--- src/design/dvct_pkg.sv ---
// Package for the dynamic voltage code tracker: timing, widths and carrier types.
// Assumes a single 40 MHz system clock; all slower rates are enables derived from it.
package dvct_pkg;
   // System clock in kHz.
   localparam int CLK_KHZ = 40000;
   // Sampling clock and stepping tick rates in kHz.
   localparam int SAMPLE_KHZ = 3000;
   localparam int STEP_KHZ = 330;
   // Cycles per sample and per step tick (rounded down, a rate is a longest time).
   localparam int SAMPLE_DIV = CLK_KHZ / SAMPLE_KHZ;
   localparam int STEP_DIV = CLK_KHZ / STEP_KHZ;
   // Equal samples needed before a new code is accepted.
   localparam int QUAL_COUNT = 3;
   // Width of the voltage code.
   localparam int CODE_W = 8;
   // Reference code after reset.
   localparam logic [CODE_W-1:0] REF_RESET = 8'h00;
   // Mode of tracking behaviour.
   typedef enum logic {DVCT_MODE_STEP, DVCT_MODE_SLEW} dvct_mode_t;
   // Status carried out of the block.
   typedef struct packed {
      logic ramping;
      logic accepted;
   } dvct_stat_t;
endpackage

--- src/design/dvct_rate_div.sv ---
// Enable divider: emits a one-cycle pulse every DIV cycles.
// Assumes the single system clock and asynchronous active-low reset.
module dvct_rate_div #(
   parameter int DIV = 13
) (
   // Clock and reset.
   input wire logic clk,
   input wire logic rst_b,
   // Output enable pulse.
   output logic tick
);
   localparam int CW = $clog2(DIV + 1);
   logic [CW-1:0] cnt_r;
   logic [CW-1:0] cnt_nxt;
   logic wrap;

   // Elaboration check: a divide by one would leave the pulse stuck high.
   if (DIV < 2) begin
      $error("DIV must be at least 2");
   end

   // Wrap decode and next count.
   assign wrap = (cnt_r == CW'(DIV - 1));
   assign cnt_nxt = wrap ? '0 : cnt_r + 1'b1;

   // Free-running counter; the pulse is registered so it is glitch-free.
   always_ff @(posedge clk or negedge rst_b) begin
      if (!rst_b) begin
         cnt_r <= '0;
         tick <= 1'b0;
      end else begin
         cnt_r <= cnt_nxt;
         tick <= wrap;
      end
   end
endmodule

--- src/design/dvct_tracker.sv ---
// Dynamic voltage code tracker: qualifies processor voltage codes and drives the DAC reference code.
// Assumes the code inputs and mode are synchronous to clk, and the block is reset at power-on.
// Overview of operation
// - Step-tracking: sample the voltage code inputs on each 3 MHz sampling tick.
// - Accept a changed code only after three equal consecutive samples; mismatch restarts.
// - Step-tracking: load the accepted code into the reference at once.
// - Slewing: same 3 MHz sampling and identical three-sample qualification.
// - Slewing: multi-step code jumps are accepted as valid requests.
// - Slewing: move reference one step per 330 kHz tick until equal to target.
module dvct_tracker
   import dvct_pkg::*;
#(
   parameter int CODE_WIDTH = CODE_W,
   parameter int QUAL = QUAL_COUNT
) (
   // Clock and reset.
   input wire logic clk,
   input wire logic rst_b,
   // Processor code inputs and mode selection.
   input wire logic [CODE_WIDTH-1:0] voltage_code_inputs,
   input wire dvct_mode_t mode,
   // Reference code to the DAC and status.
   output logic [CODE_WIDTH-1:0] ref_code,
   output logic [CODE_WIDTH-1:0] target_code,
   output dvct_stat_t stat
);
   localparam int QW = $clog2(QUAL + 1);

   // Timing in short: the code is sampled once per sampling tick, and a new value is
   // taken after QUAL equal samples, so acceptance lands two to three sample periods
   // after the processor moves the code. In step mode the reference follows the target
   // in the same clock; in slew mode it walks one code per stepping tick. The stepping
   // divider runs free, so the first step of a ramp can come anywhere within one step
   // period after acceptance; a fixed phase was traded for a simpler divider.
   // A code that returns to the current target is never counted as a new request.

   // Elaboration checks: the run counter needs room for QUAL, and a code must have bits.
   if (QUAL < 2) begin
      $error("QUAL must be at least 2");
   end
   if (CODE_WIDTH < 1) begin
      $error("CODE_WIDTH must be positive");
   end

   logic sample_tick;
   logic step_tick;
   logic [CODE_WIDTH-1:0] cand_r;
   logic [QW-1:0] qcnt_r;
   logic [QW-1:0] qcnt_nxt;
   logic [CODE_WIDTH-1:0] cand_nxt;
   logic same_sample;
   logic new_code;
   logic accept;
   logic [CODE_WIDTH-1:0] ref_nxt;
   logic [CODE_WIDTH-1:0] target_nxt;
   logic ref_below;
   logic ref_above;
   logic slewing;

   dvct_rate_div #(.DIV(SAMPLE_DIV)) u_sample_div (
      .clk(clk),
      .rst_b(rst_b),
      .tick(sample_tick)
   );

   dvct_rate_div #(.DIV(STEP_DIV)) u_step_div (
      .clk(clk),
      .rst_b(rst_b),
      .tick(step_tick)
   );

   // Stability qualification: a sample equal to the candidate extends the run
   // any other sample restarts it with a count of one. Sampling is common to both modes.
   assign same_sample = (voltage_code_inputs == cand_r);
   assign new_code = (cand_r != target_code);
   assign cand_nxt = voltage_code_inputs;
   assign qcnt_nxt = !same_sample ? QW'(1) : (qcnt_r == QW'(QUAL)) ? qcnt_r : qcnt_r + 1'b1;
   // Acceptance does not depend on the size of the jump.
   assign accept = sample_tick && same_sample && new_code && (qcnt_r == QW'(QUAL - 1));

   // Candidate and run length advance only on sampling ticks.
   always_ff @(posedge clk or negedge rst_b) begin
      if (!rst_b) begin
         cand_r <= CODE_WIDTH'(REF_RESET);
         qcnt_r <= QW'(QUAL);
      end else if (sample_tick) begin
         cand_r <= cand_nxt;
         qcnt_r <= qcnt_nxt;
      end
   end

   // Direction of the remaining ramp.
   assign ref_below = (ref_code < target_code);
   assign ref_above = (ref_code > target_code);
   assign slewing = (mode == DVCT_MODE_SLEW);
   // A newer accepted code replaces the target, even in the middle of a ramp.
   assign target_nxt = accept ? cand_r : target_code;

   // Step mode jumps to the accepted code; slew mode walks one code per tick.
   // A mode change mid-ramp in step mode snaps to the target, which avoids a stuck ramp.
   always_comb begin
      ref_nxt = ref_code;
      if (!slewing) begin
         ref_nxt = target_nxt;
      end else if (step_tick && ref_below) begin
         ref_nxt = ref_code + 1'b1;
      end else if (step_tick && ref_above) begin
         ref_nxt = ref_code - 1'b1;
      end
   end

   // Registered reference, target and status.
   always_ff @(posedge clk or negedge rst_b) begin
      if (!rst_b) begin
         ref_code <= CODE_WIDTH'(REF_RESET);
         target_code <= CODE_WIDTH'(REF_RESET);
         stat <= '0;
      end else begin
         ref_code <= ref_nxt;
         target_code <= target_nxt;
         stat.accepted <= accept;
         stat.ramping <= (ref_nxt != target_nxt);
      end
   end

   // Helper: cycles since the last step tick, to bound slewing moves.
   int unsigned since_step;
   always_ff @(posedge clk or negedge rst_b) begin
      if (!rst_b) begin
         since_step <= 0;
      end else begin
         since_step <= step_tick ? 0 : since_step + 1;
      end
   end

   // Helper: cycles since the last sampling tick, to bound the sampling period.
   int unsigned since_sample;
   always_ff @(posedge clk or negedge rst_b) begin
      if (!rst_b) begin
         since_sample <= 0;
      end else begin
         since_sample <= sample_tick ? 0 : since_sample + 1;
      end
   end

   // Qualification checks.
   AST_ACCEPT_RUN: assert property (@(posedge clk) disable iff (!rst_b)
      accept |-> (voltage_code_inputs == cand_r && qcnt_r == QW'(QUAL - 1) && cand_r != target_code))
      else $error("Code accepted on a mismatching sample");

   AST_ACCEPT_PULSE: assert property (@(posedge clk) disable iff (!rst_b)
      stat.accepted |-> $past(accept))
      else $error("Acceptance flag without an accepted code");

   AST_TARGET_HOLD: assert property (@(posedge clk) disable iff (!rst_b)
      !$past(accept) |-> $stable(target_code))
      else $error("Target moved without an accepted code");

   AST_QUAL_IDLE: assert property (@(posedge clk) disable iff (!rst_b)
      !sample_tick |=> ($stable(cand_r) && $stable(qcnt_r)))
      else $error("Qualification advanced outside a sampling tick");

   AST_SAMPLE_PERIOD: assert property (@(posedge clk) disable iff (!rst_b)
      since_sample <= SAMPLE_DIV)
      else $error("Sampling tick overdue");

   AST_ACCEPT_TICK: assert property (@(posedge clk) disable iff (!rst_b)
      accept |-> sample_tick)
      else $error("Code accepted outside a sampling tick");

   AST_TARGET_LOAD: assert property (@(posedge clk) disable iff (!rst_b)
      accept |=> (target_code == $past(cand_r)))
      else $error("Accepted code not loaded as target");

   // Reference checks.
   AST_STEP_JUMP: assert property (@(posedge clk) disable iff (!rst_b)
      (accept && mode == DVCT_MODE_STEP) |=> (ref_code == target_code))
      else $error("Step mode did not jump to accepted code");

   AST_STEP_FOLLOW: assert property (@(posedge clk) disable iff (!rst_b)
      ($past(mode) == DVCT_MODE_STEP) |-> (ref_code == target_code))
      else $error("Step mode reference differs from target");

   AST_SLEW_ONE: assert property (@(posedge clk) disable iff (!rst_b)
      (mode == DVCT_MODE_SLEW && $past(mode) == DVCT_MODE_SLEW && ref_code != $past(ref_code))
         |-> (ref_code == $past(ref_code) + 1'b1 || ref_code == $past(ref_code) - 1'b1))
      else $error("Slew moved more than one code");

   AST_SLEW_RATE: assert property (@(posedge clk) disable iff (!rst_b)
      (mode == DVCT_MODE_SLEW && $past(mode) == DVCT_MODE_SLEW && ref_code != $past(ref_code))
         |-> (since_step == 0))
      else $error("Slew step not aligned to stepping tick");

   AST_SLEW_DIR: assert property (@(posedge clk) disable iff (!rst_b)
      (slewing && step_tick && ref_below && !accept) |=> (ref_code == $past(ref_code) + 1'b1))
      else $error("Slew did not move toward target");

   AST_SLEW_DOWN: assert property (@(posedge clk) disable iff (!rst_b)
      (slewing && step_tick && ref_above && !accept) |=> (ref_code == $past(ref_code) - 1'b1))
      else $error("Slew did not move down toward target");

   AST_SLEW_STOP: assert property (@(posedge clk) disable iff (!rst_b)
      (slewing && ref_code == target_code && !accept) |=> $stable(ref_code))
      else $error("Slew moved past an equal target");

   AST_RAMP_FLAG: assert property (@(posedge clk) disable iff (!rst_b)
      stat.ramping == (ref_code != target_code))
      else $error("Ramping flag disagrees with reference and target");

   // Qualification restart and tick spacing checks.
   AST_QUAL_RESTART: assert property (@(posedge clk) disable iff (!rst_b)
      (sample_tick && !same_sample) |=> (qcnt_r == QW'(1)))
      else $error("Mismatch did not restart qualification");

   AST_STEP_PERIOD: assert property (@(posedge clk) disable iff (!rst_b)
      since_step <= STEP_DIV)
      else $error("Stepping tick overdue");
endmodule

--- config.mk ---
export PLATFORM = sky130hd
export DESIGN_NAME = dvct_tracker
export DESIGN_NICKNAME = d
export VERILOG_FILES = /design/src/design/dvct_pkg.sv /design/src/design/dvct_rate_div.sv /design/src/design/dvct_tracker.sv
export SDC_FILE = /design/constraint.sdc
export NUM_CORES = 1
export LEC_CHECK = 0
export BUFFER_PORTS_ARGS = -buffer_cell sky130_fd_sc_hd__buf_4
export CORE_MARGIN = 2
export CORE_UTILIZATION = 35
export CTS_CLUSTER_DIAMETER = 60
export DETAILED_ROUTE_END_ITERATION = 6
export PLACE_DENSITY_LB_ADDON = 0.2
export SETUP_SLACK_MARGIN = 0.3
export SYNTH_ARGS = -nofsm -noshare
export SYNTH_HDL_FRONTEND = slang
export SYNTH_HIERARCHICAL = 1
export SYNTH_SLANG_ARGS = --single-unit
export TNS_END_PERCENT = 30
--- constraint.sdc ---
create_clock -name clk -period 2.8 [get_ports clk]
set_clock_uncertainty 0.15 [all_clocks]
set_input_delay 0.42 -clock clk [delete_from_list [all_inputs] [get_ports clk]]
set_output_delay 0.42 -clock clk [all_outputs]
set_load 0.05 [all_outputs]
; ---- Word-level counts from Yosys, hierarchy flattened
; Index checks and enable logic that the tools add are counted.
[totals]
out_inout_bits = 18
wordCells = 39
regBits = 41
in_bits = 11
[op_classes]
muxes = 8
add_sub_neg = 5
reduce_logical = 6
n_lt_le_gt_ge = 2
n_eq_ne = 8
[op_table]
columns = operator, n
row1 = two-way mux 8 bit, 4
row2 = inequality test 8 bit, 2
row3 = adder 8 x 1 -> 8 bit (second input constant), 1
row4 = == test 8 bit, 1
row5 = greater-than comparator 8 bit, 1
row6 = < comparator 8 bit, 1
row7 = subtractor 8 x 1 -> 8 bit (second input constant), 1
row8 = adder 7 x 1 -> 7 bit (second input constant), 1
row9 = == test 7 bit (second input constant), 1
row10 = two-way mux 7 bit, 1
row11 = logical AND 1 bit, 5
row12 = adder 4 x 1 -> 4 bit (second input constant), 1
row13 = == test 2 bit (second input constant), 2
row14 = == test 4 bit (second input constant), 1
row15 = two-way mux 2 bit, 2
row16 = two-way mux 4 bit, 1
row17 = adder 2 x 1 -> 2 bit (second input constant), 1
row18 = inequality test 2 bit (second input constant), 1
row19 = AND reduction 2 bit, 1

; ---- Depth between registers and ports, before layout
; Gate-level depths: netlist of run 1.
[logic_depth]
depth_word = 7
mapped_depth = 11
mapped_depth_nobuf = 11

; ---- Hierarchy
; The synthesis of run 1 kept the hierarchy.
[by_module_without_submodules]
columns = mod, instances, seq_area_each_um2, cells_per_inst, area_per_inst_um2
row1 = dvct_tracker, 1, 703.2, 190, 1928.1
row2 = dvct_rate_div at u_step_div, 1, 200.2, 38, 394.1
row3 = dvct_rate_div at u_sample_div, 1, 125.1, 20, 225.2

; ---- Worst setup path before layout of run 1
; Ideal clock, no wire load.
[synth_timing]
path_type = register to register
start = reg target_code[7]
end = reg stat[1] (netlist name)
period_less_slack_ps = 2977
arrival_ps = 2694
path_stages_with_launch = 12
t_required_ps = 2517
setup_slack_ps = -177
path_buffers = 0
setup_time_ps = 133
cell_sequence = dfrtp_1 > inv_1 > ha_1 > a21oi_1 > o21ai_1 > o41ai_1 > nor2_1 > o31ai_1 > nor2_1 > a221o_1 > nor2_1 > nand3_1
[synth_between]
elab_chain_cells = 6
word_cells_on_any_way = 12
classes_between = 2 x order compare / 2 x eq/ne / 4 x mux / 4 x reduce/logical
[synth_lines]
columns = item, line_no
row1 = start: declaration, dvct_tracker.sv:24  ; output logic [CODE_WIDTH-1:0] target_code,
row2 = start signal: assignment, dvct_tracker.sv:116  ; target_code <= CODE_WIDTH'(REF_RESET);
row3 = start signal: assignment, dvct_tracker.sv:120  ; target_code <= target_nxt;
row4 = greater-than comparator 8 bit or inequality test 8 bit (tied branches), "dvct_tracker.sv:94, dvct_tracker.sv:75"
row5 = "logical AND 1 bit, on equally long branches", "dvct_tracker.sv:107, dvct_tracker.sv:79"
row6 = two-way mux 8 bit or logical AND 1 bit (tied branches), "dvct_tracker.sv:107, dvct_tracker.sv:79"
row7 = "two-way mux 8 bit, on equally long branches", "dvct_tracker.sv:105, dvct_tracker.sv:97"
row8 = two-way mux 8 bit, dvct_tracker.sv:103  ; if (!slewing) begin
row9 = inequality test 8 bit (*), dvct_tracker.sv:122  ; stat.ramping <= (ref_nxt != target_nxt);
row10 = end: declaration, dvct_tracker.sv:25  ; output dvct_stat_t stat
; Mark *: on every way between the ends. The rest lies on a longest branch, timed or not.
; A chain may end at the register's enable or synchronous reset.

; ---- Final worst setup path of run 1
[layout_timing]
start = reg ref_code[1]
end = reg stat[1] (netlist name)
[layout_between]
elab_chain_cells = 6
word_cells_on_any_way = 10
classes_between = 2 x add/sub / 2 x order compare / 1 x eq/ne / 3 x mux / 2 x reduce/logical
[layout_lines]
columns = item, line_no
row1 = start: declaration, dvct_tracker.sv:23  ; output logic [CODE_WIDTH-1:0] ref_code,
row2 = start signal: assignment, dvct_tracker.sv:115  ; ref_code <= CODE_WIDTH'(REF_RESET);
row3 = start signal: assignment, dvct_tracker.sv:119  ; ref_code <= ref_nxt;
row4 = greater-than comparator 8 bit, dvct_tracker.sv:94  ; assign ref_above = (ref_code > target_code);
row5 = logical AND 1 bit, dvct_tracker.sv:107  ; end else if (step_tick && ref_above) begin
row6 = two-way mux 8 bit, dvct_tracker.sv:107
row7 = two-way mux 8 bit (*), dvct_tracker.sv:105  ; end else if (step_tick && ref_below) begin
row8 = two-way mux 8 bit (*), dvct_tracker.sv:103
row9 = inequality test 8 bit (*), dvct_tracker.sv:122
; Marks and branches as above.

==> results of run 1 <==
==> path summary, 6_finish.rpt <==
kind | start | end | slack, ns | depth (start not counted)
setup reg to reg | ref_code[1] | stat[1] | 0.06 | 10
hold / removal | voltage_code_inputs[1] | cand_r[1] | 0.23 | 2
max in group asynchronous | rst_b | target_code[6] | 1.62 | 2
min in group asynchronous | rst_b | cand_r[0] | 0.50 | 2
setup / recovery | ref_code[1] | stat[1] | 0.06 | 10
hold reg to reg | qcnt_r[1] | qcnt_r[1] | 0.34 | 2
==> registers in the layout (all words and copies together) (netlist names) <==
signal	count
cand_r	8
qcnt_r	2
ref_code	8
stat	2
target_code	8
u_sample_div/cnt_r	4
u_sample_div/tick	1
u_step_div/cnt_r	7
u_step_div/tick	1
==> layout by cell type, fill, tap and decap left out, drive strengths merged, types with 4 or more instances in the layout <==
cell / Yosys / layout
nand2b: 6 / 6
a21oi: 4 / 4
xor2: 11 / 11
clkbuf: 2 / 6
dfrtp: 39 / 39
o21ai: 13 / 13
buf: 2 / 56
nand4: 5 / 5
ha: 16 / 16
mux2i: 12 / 12
mux2: 8 / 8
xnor2: 15 / 15
o21bai: 4 / 4
nor4: 4 / 4
nand2: 18 / 18
nand3: 7 / 7
nor2: 15 / 15
inv: 26 / 26
==> metrics by stage <==
step | std cells | worst slack (ns)
floorplan | 248 | 0.01625
global placement | 395 | -0.04084
detailed placement | 395 | -0.03367
CTS | 405 | -0.008364
global route | 408 | -0.1224
finish | 408 | 0.05589
==> cell type report <==
cell class / instances / area share
inverter: 26 / 0.02966
clock buffer: 6 / 0.02205
multi-input combinational: 177 / 0.4586
clock inverter: 2 / 0.003042
tap: 99 / 0.03764
sequential: 41 / 0.3182
timing repair buffer: 57 / 0.1308
==> logic make-up after synthesis <==
family | count (synthesis) | synth area share
and+or+nand+nor | 70 | 0.1699
AOI/OAI and AO/OA | 45 | 0.1297
buffers and inverters | 30 | 0.04617
DFF | 41 | 0.4037
xor gates and xnor gates | 26 | 0.08939
adders and majority gates | 16 | 0.07858
muxes | 20 | 0.08252
==> power groups by stage <==
stage          clock [mW]  sequential [mW]  combinational [mW]
2_1_floorplan           0            0.627              0.0485
3_3_place_gp            0            0.622              0.0960
3_5_place_dp            0            0.622              0.0959
4_1_cts             0.386            0.610              0.0986
5_1_grt             0.413            0.612               0.114
6_report            0.371            0.611               0.103
==> metal layers <==
layer | routed length (µm) | global-route usage | part of all wire
met4 | 59 | 0.04071 | 0.011
met2 | 2618 | 0.2424 | 0.48
met3 | 143 | 0.03139 | 0.026
met5 | 0 | 0 | 0
met1 | 2667 | 0.2008 | 0.49
==> worst max-delay path, stage by stage, from the launching register on <==
cell	delay, ns
dfrtp_2	0.43
ha_4	0.24
nor2b_1	0.13
o211a_1	0.28
o21ba_4	0.27
nor4_4	0.20
a31oi_1	0.14
xnor2_1	0.25
xnor2_1	0.11
o41ai_2	0.31
nand3_1	0.11
==> timing repair <==
action,CTS,global route
endpoints found under the setup margin,2,7
gates resized for setup,3,16
endpoints found under the hold margin,39,0
pin swaps,0,5
setup buffers,1,3
hold buffers,1,0
==> impl_metrics.env, run 1 <==
export IMPL_numCtsBuffers=5
export IMPL_place_hpwl_um=4251
export IMPL_vias=1964
export IMPL_syn_area_per_cell_um2=10.27
export IMPL_clock_fmax_mhz=364.4
export IMPL_multi_input_area_mm2=0.001509
export IMPL_antenna_left=0
export IMPL_cts_sinks=41
export IMPL_root_buffer="clkbuf_8"
export IMPL_grt_antenna_before_repair=0
export IMPL_synthArstFlopShare=1.000
export IMPL_via_per_inst=4.814
export IMPL_n_fill_cell=688
export IMPL_wl_per_cell_um=13.45
export IMPL_switching_share=0.2472
export IMPL_row_count=31
export IMPL_intPower_uw=816.6
export IMPL_insertion_delay_ns=0.29
export IMPL_ir_drop_uv=204.6
export IMPL_combPwrFrac=0.095
export IMPL_rsz0062_at_grt="true"
export IMPL_grt_pass1_vias=1944
export IMPL_grt_overflow=0
export IMPL_cp_arrival_ns=2.76
export IMPL_synth_edf_count=0
export IMPL_min_path_type="primary input to flop"
export IMPL_synth_common_cells="39 x dfrtp_1, 26 x inv_1, 18 x nand2_1, 16 x ha_1, 15 x xnor2_1"
export IMPL_tns_ns=0
export IMPL_place_area_mm2=0.003072
export IMPL_p_leak_nw=1.490
export IMPL_area_growth_pct=29.18
export IMPL_fp_dieH_um=89.32
export IMPL_yosysTopAreaCell="dfrtp_1"
export IMPL_maxSlewViolCount=0
export IMPL_layout_drive_gt1_share=0.3722
export IMPL_portBuffers=28
export IMPL_route_detailed_drc=0
export IMPL_crit_path_start_kind="flop"
export IMPL_slew_headroom=0.6557
export IMPL_cts_tree="done"
export IMPL_synth_distinct_cells=54
export IMPL_core_region_area_mm2=0.007137
export IMPL_final_area_mm2=0.003291
export IMPL_syn_cell_area_mm2=0.002547
export IMPL_diodes=0
export IMPL_cts_buffer_depth=2
export IMPL_pwr_share_seq=0.563
export IMPL_synth_seq_area_share=0.4037
export IMPL_synthTopCellsByArea="dfrtp_1 38%, ha_1 7.9%, xnor2_1 5.2%"
export IMPL_hold_slack_ns=0.2305
export IMPL_ys_ff_latch=41
export IMPL_place_congestion=0.8507
export IMPL_grt_pass1_wl_um=9108
export IMPL_synth_top_area_frac=0.3831
export IMPL_io_pins=29
export IMPL_finalCriticalPeriod_ns=2.744
export IMPL_yosys_warnings=6
export IMPL_wirelength_um=5488
export IMPL_track_usage=0.1487
export IMPL_finalSetupViolations=0
export IMPL_die_x_um=89.32
export IMPL_synth_ff_type="dfrtp_1"
export IMPL_period_share=0.9800
export IMPL_power_mw=1.085
export IMPL_dr_pass1_iters=4
export IMPL_maxCapViolations=0
export IMPL_fin_nets=335
export IMPL_cts_htree_levels=2
export IMPL_synth_fp_nets=275
export IMPL_dieArea_mm2=0.007977
export IMPL_grt_max_degree=42
export IMPL_synth_most_common_cell="dfrtp_1"
export IMPL_outcome="finished clean"
export IMPL_final_core_util=0.4611
export IMPL_drt_iter0_drc=64
export IMPL_cp_max_fo=4
export IMPL_start_util=0.3569
export IMPL_cts_clk_slew_worst_paths_ns=0.08
export IMPL_pwr_share_clk=0.342
export IMPL_worst_pin_slew_ns=0.5165
export IMPL_netSwitchingPower_uw=268.1
export IMPL_p_per_area_mw_per_mm2=329.6
export IMPL_required_ns=2.81
export IMPL_syn_inst=248
export IMPL_critical_path_class="flop to flop"
export IMPL_setup_worst_path_end_class="flop"
export IMPL_hold_violations=0
export IMPL_register_area_mm2=0.001047
No activity file was read; power rests on OpenSTA's default activity.
==> run 2, diff against run 1 <==
BUFFER_PORTS_ARGS = -buffer_cell sky130_fd_sc_hd__buf_2   (was -buffer_cell sky130_fd_sc_hd__buf_4)
==> run 2 against run 1 <==
Non-clock buffer count up 7. Largest cell class unchanged. Register-to-register slack got worse by 0.03 ns. Global-route usage increased by 0.46 points. Clock power decreased by 1%.
==> impl_metrics.env, run 2 (synthesis results as in run 1) <==
export IMPL_outcome="finished clean"
export IMPL_antenna_left=0
export IMPL_fin_nets=342
export IMPL_combPwrFrac=0.095
export IMPL_root_buffer="clkbuf_8"
export IMPL_finalSetupViolations=0
export IMPL_required_ns=2.81
export IMPL_finalCriticalPeriod_ns=2.775
export IMPL_grt_antenna_before_repair=0
export IMPL_netSwitchingPower_uw=263.8
export IMPL_pwr_share_seq=0.565
export IMPL_dr_pass1_iters=4
export IMPL_hold_buffers=0
export IMPL_cts_sinks=41
export IMPL_n_fill_cell=707
export IMPL_p_per_area_mw_per_mm2=324.5
export IMPL_worst_pin_slew_ns=0.9196
export IMPL_core_region_area_mm2=0.007137
export IMPL_maxCapViolations=0
export IMPL_cts_tree="done"
export IMPL_ir_drop_uv=187.2
export IMPL_grt_pass1_wl_um=9356
export IMPL_grt_max_degree=42
export IMPL_layout_drive_gt1_share=0.4082
export IMPL_portBuffers=28
export IMPL_drt_iter0_drc=117
export IMPL_critical_path_class="flop to flop"
export IMPL_tns_ns=0
export IMPL_cts_buffer_depth=2
export IMPL_via_per_inst=4.851
export IMPL_clock_fmax_mhz=360.4
export IMPL_cp_arrival_ns=2.79
export IMPL_rsz0062_at_grt="true"
export IMPL_diodes=0
export IMPL_cts_clk_slew_worst_paths_ns=0.08
export IMPL_final_cell_mix="35 x buf_4, 28 x buf_2, 24 x inv_1, 24 x dfrtp_1, 18 x nand2_1"
export IMPL_fp_dieH_um=89.32
export IMPL_wirelength_um=5755
export IMPL_start_util=0.3569
export IMPL_place_congestion=0.9384
export IMPL_reg_top3="cand_r: 8 flops, ref_code: 8 flops, target_code: 8 flops"
export IMPL_wl_per_cell_um=13.87
export IMPL_hold_violations=0
export IMPL_cts_htree_levels=2
export IMPL_grt_overflow=0
export IMPL_maxSlewViolCount=0
export IMPL_die_x_um=89.32
export IMPL_insertion_delay_ns=0.29
export IMPL_p_leak_nw=1.526
export IMPL_place_hpwl_um=4237
export IMPL_crit_path_start_kind="flop"
export IMPL_setup_worst_path_end_class="flop"
export IMPL_io_pins=29
export IMPL_area_growth_pct=30.75
export IMPL_register_area_mm2=0.001047
export IMPL_row_count=31
export IMPL_route_detailed_drc=0
export IMPL_slew_headroom=0.3870
export IMPL_numCtsBuffers=5
export IMPL_hold_slack_ns=0.1111
export IMPL_intPower_uw=816.8
export IMPL_multi_input_area_mm2=0.001567
export IMPL_pwr_share_clk=0.340
export IMPL_vias=2013
export IMPL_cp_max_fo=3
export IMPL_switching_share=0.2441
export IMPL_layout_commonest_cell="buf_4"
export IMPL_rr_worst_depth=11
export IMPL_period_share=0.9909
export IMPL_track_usage=0.1533
export IMPL_min_path_type="primary input to async pin"
export IMPL_grt_pass1_vias=1980
export IMPL_dieArea_mm2=0.007977
## run 2: layout make-up
class,instances,area share
Clock buffer,7,0.02292
Clock inverter,1,0.001503
Inverter,26,0.02930
Multi-Input combinational cell,177,0.4703
Sequential cell,41,0.3144
Tap cell,99,0.03719
Timing Repair Buffer,64,0.1243
## run 2: repair_timing
item / 4_1_cts / 5_1_grt
setup buffers: 7 / 5
pin swaps: 9 / 13
endpoints found under the setup margin: 4 / 7
cloned: 0 / 0
gates resized for setup: 18 / 10
## run 2: path summary, 6_finish.rpt
| path | startpoint | slack [ns] | end |
|---|---|---|---|
| setup reg to reg | ref_code[4] | 0.03 | stat[1] |
| setup / recovery | ref_code[4] | 0.03 | stat[1] |
| hold reg to reg | qcnt_r[1] | 0.35 | qcnt_r[1] |
| hold / removal | rst_b | 0.11 | cand_r[0] |
| min in group clk | voltage_code_inputs[7] | 0.23 | cand_r[7] |
| max in group asynchronous | rst_b | 1.75 | ref_code[7] |
## run 2: routing by layer
layer  vias up  track usage  part of all wire
met2        36       0.2492              0.49
met3        10      0.03232             0.035
met1       964       0.2000              0.46
met5         -            0                 0
met4         0      0.05970             0.022
li1       1003            -                 -
## run 2: power by group through the flow
stage                     clock network [mW]  logic [mW]  registers, mW
after floorplan                            0      0.0485          0.627
after global placement                     0      0.0908          0.621
after detailed placement                   0      0.0910          0.621
after CTS                              0.384      0.0989          0.610
after global routing                   0.413       0.114          0.611
final                                  0.367       0.103          0.610
## run 2: critical path, stage by stage (launching register included)
cell and delay (ns):
dfrtp_2 0.42, ha_1 0.31, nand4_1 0.15, o21ai_2 0.10
or4_4 0.44, a21oi_4 0.17, a31oi_1 0.07, xnor2_1 0.14
buf_4 0.15, xnor2_1 0.13, o41ai_2 0.33, nand3_1 0.10
## run 2: per-stage QoR
stage,util,cell area [µm²],std cells,total power [mW],worst slack [ns]
global route,0.4667,3331,415,1.138,-0.1315
global placement,0.4206,3002,395,0.7119,-0.07734
detailed placement,0.4206,3002,395,0.7122,-0.1107
CTS,0.4523,3228,410,1.093,-0.008850
finish,0.4667,3331,415,1.081,0.02539
floorplan,-,2577,248,0.6756,0.01625
==> run 3, diff against run 2 <==
CORE_UTILIZATION = 45   (was 35)
==> run 3 against run 2 <==
Combinational power is 6% higher. Maximum frequency is 1.1% higher. Final cell count is 5.1% lower. Critical path type unchanged. Critical endpoint unchanged. Largest cell class unchanged. Highest routed layer unchanged.
==> impl_metrics.env, run 3 (synthesis results as in run 1) <==
export IMPL_row_count=27
export IMPL_fin_nets=348
export IMPL_rr_startpoint="target_code[6]"
export IMPL_die_x_um=79.24
export IMPL_p_leak_nw=1.583
export IMPL_vias=2042
export IMPL_outcome="finished clean"
export IMPL_rsz0062_at_grt="true"
export IMPL_crit_path_start_kind="flop"
export IMPL_fp_dieH_um=79.24
export IMPL_worstSetupStartpoint="target_code[6]"
export IMPL_finalCriticalPeriod_ns=2.744
export IMPL_pre_cts_slack_ns=-0.01077
export IMPL_switching_share=0.2472
export IMPL_route_detailed_drc=0
export IMPL_cp_arrival_ns=2.77
export IMPL_grt_pass1_vias=2049
export IMPL_cpPeakStageDelay_ns=0.42
export IMPL_clock_fmax_mhz=364.4
export IMPL_netSwitchingPower_uw=269.2
export IMPL_drt_iter0_drc=97
export IMPL_path_cells="inv_2, ha_4, nand4_1, o21ai_2, or3_4, o31ai_4, mux2i_2, o22ai_2, o41ai_2, nand3_1"
export IMPL_place_hpwl_um=4165
export IMPL_reg_top3="cand_r: 8 flops, ref_code: 8 flops, target_code: 8 flops"
export IMPL_maxSlewViolCount=0
export IMPL_slew_headroom=0.4085
export IMPL_hold_violations=0
export IMPL_critical_path_class="flop to flop"
export IMPL_portBuffers=28
export IMPL_tns_ns=0
export IMPL_final_core_util=0.6331
export IMPL_wirelength_um=6074
export IMPL_cp_max_fo=4
export IMPL_ir_drop_uv=237.9
export IMPL_finalSetupViolations=0
export IMPL_track_usage=0.1989
export IMPL_pwr_share_seq=0.560
export IMPL_core_region_area_mm2=0.005473
export IMPL_combPwrFrac=0.100
export IMPL_intPower_uw=819.8
export IMPL_start_util=0.4655
export IMPL_dr_pass1_iters=4
export IMPL_cts_htree_levels=2
export IMPL_power_mw=1.089
export IMPL_period_share=0.9800
export IMPL_cts_buffer_depth=2
export IMPL_maxCapViolations=0
export IMPL_antenna_left=0
export IMPL_area_growth_pct=36.00
export IMPL_setup_slack_ns=0.05608
export IMPL_root_buffer="clkbuf_8"
export IMPL_min_path_type="primary input to async pin"
export IMPL_io_pins=29
export IMPL_pwr_share_clk=0.340
export IMPL_final_cell_mix="42 x buf_4, 28 x buf_2, 23 x dfrtp_1"
export IMPL_layout_commonest_cell="buf_4"
export IMPL_p_per_area_mw_per_mm2=314.3
export IMPL_dieArea_mm2=0.006279
export IMPL_grt_antenna_before_repair=0
export IMPL_via_per_inst=5.183
export IMPL_wl_per_cell_um=15.42
export IMPL_setup_worst_path_end_class="flop"
export IMPL_diodes=0
export IMPL_numCtsBuffers=5
export IMPL_worst_pin_slew_ns=0.8872
export IMPL_cts_clk_slew_worst_paths_ns=0.07
export IMPL_cts_sinks=41
export IMPL_slowest_stage="or3_4"
export IMPL_required_ns=2.82
export IMPL_place_congestion=0.8087
export IMPL_grt_overflow=0
export IMPL_cts_tree="done"
export IMPL_insertion_delay_ns=0.29
export IMPL_grt_max_degree=42
export IMPL_grt_pass1_wl_um=9604
export IMPL_layout_drive_gt1_share=0.4845
export IMPL_hold_buffers=0
## run 3: changes by cell type in the layout (fill, tap and decap cells not counted), moves of 4 or more
cell	change
buf_4	+7
ha_1	-4
ha_4	+4
inv_1	-6
inv_2	+6
## run 3: repair_timing
item                                    in CTS  in global routing
resized for setup                            3                 49
endpoints found under the hold margin        0                  0
endpoints found under the setup margin       3                  9
pin swaps                                    1                 23
setup buffers                                1                 18
## run 3: layer usage
layer  wire length [µm]  track usage  vias up  share of wire
met5                  0            0        -              0
met4                145      0.06552        0          0.024
met3                265      0.04659       15          0.044
met2               3073       0.3458       43           0.51
met1               2590       0.2425      978           0.43
li1                   -            -     1006              -
## run 3: layout make-up
| class | count | area [µm²] |
|---|---|---|
| fillers | 464 | 2008 |
| multi-input cells | 177 | 1692 |
| flip-flops and latches | 41 | 1049 |
| repair buffers | 70 | 455.4 |
| inverters | 26 | 97.59 |
| well taps | 72 | 90.09 |
| clock buffers | 7 | 76.32 |
| clock inverters | 1 | 5.005 |
## run 3: path summary, 6_finish.rpt
| check | endpoint | slack [ns] | cells past startpoint |
|---|---|---|---|
| max | stat[1] | 0.06 | 10 |
| min | ref_code[0] | 0.09 | 1 |
| max reg2reg | stat[1] | 0.06 | 10 |
| min reg2reg | qcnt_r[1] | 0.34 | 2 |
| max in group asynchronous | target_code[5] | 1.79 | 1 |
| min in group clk | cand_r[3] | 0.23 | 2 |
## run 3: through the flow
step / hold WS, ns / instance area [µm²] / instances
floorplan: -0.02559 / 2577 / 248
CTS: 0.1402 / 3067 / 376
finish: 0.09012 / 3465 / 394
global route: 0.1919 / 3465 / 394
global placement: 0.3284 / 2960 / 367
detailed placement: 0.3348 / 2960 / 367
## run 3: power by group through the flow
stage	clock network, mW	logic, mW	registers [mW]
global placement	0	0.0918	0.620
detailed placement	0	0.0925	0.620
global route	0.413	0.122	0.611
floorplan	0	0.0485	0.627
finish	0.370	0.109	0.610
CTS	0.384	0.0943	0.609
## run 3: worst max-delay path, delay by kind of cell (launching register included)
family	cells	cell delay [ns]
compound gates	4	0.76
buf+inv	1	0.08
fa+ha+maj	1	0.20
simple gates	3	0.66
mux	1	0.35
flops	1	0.41
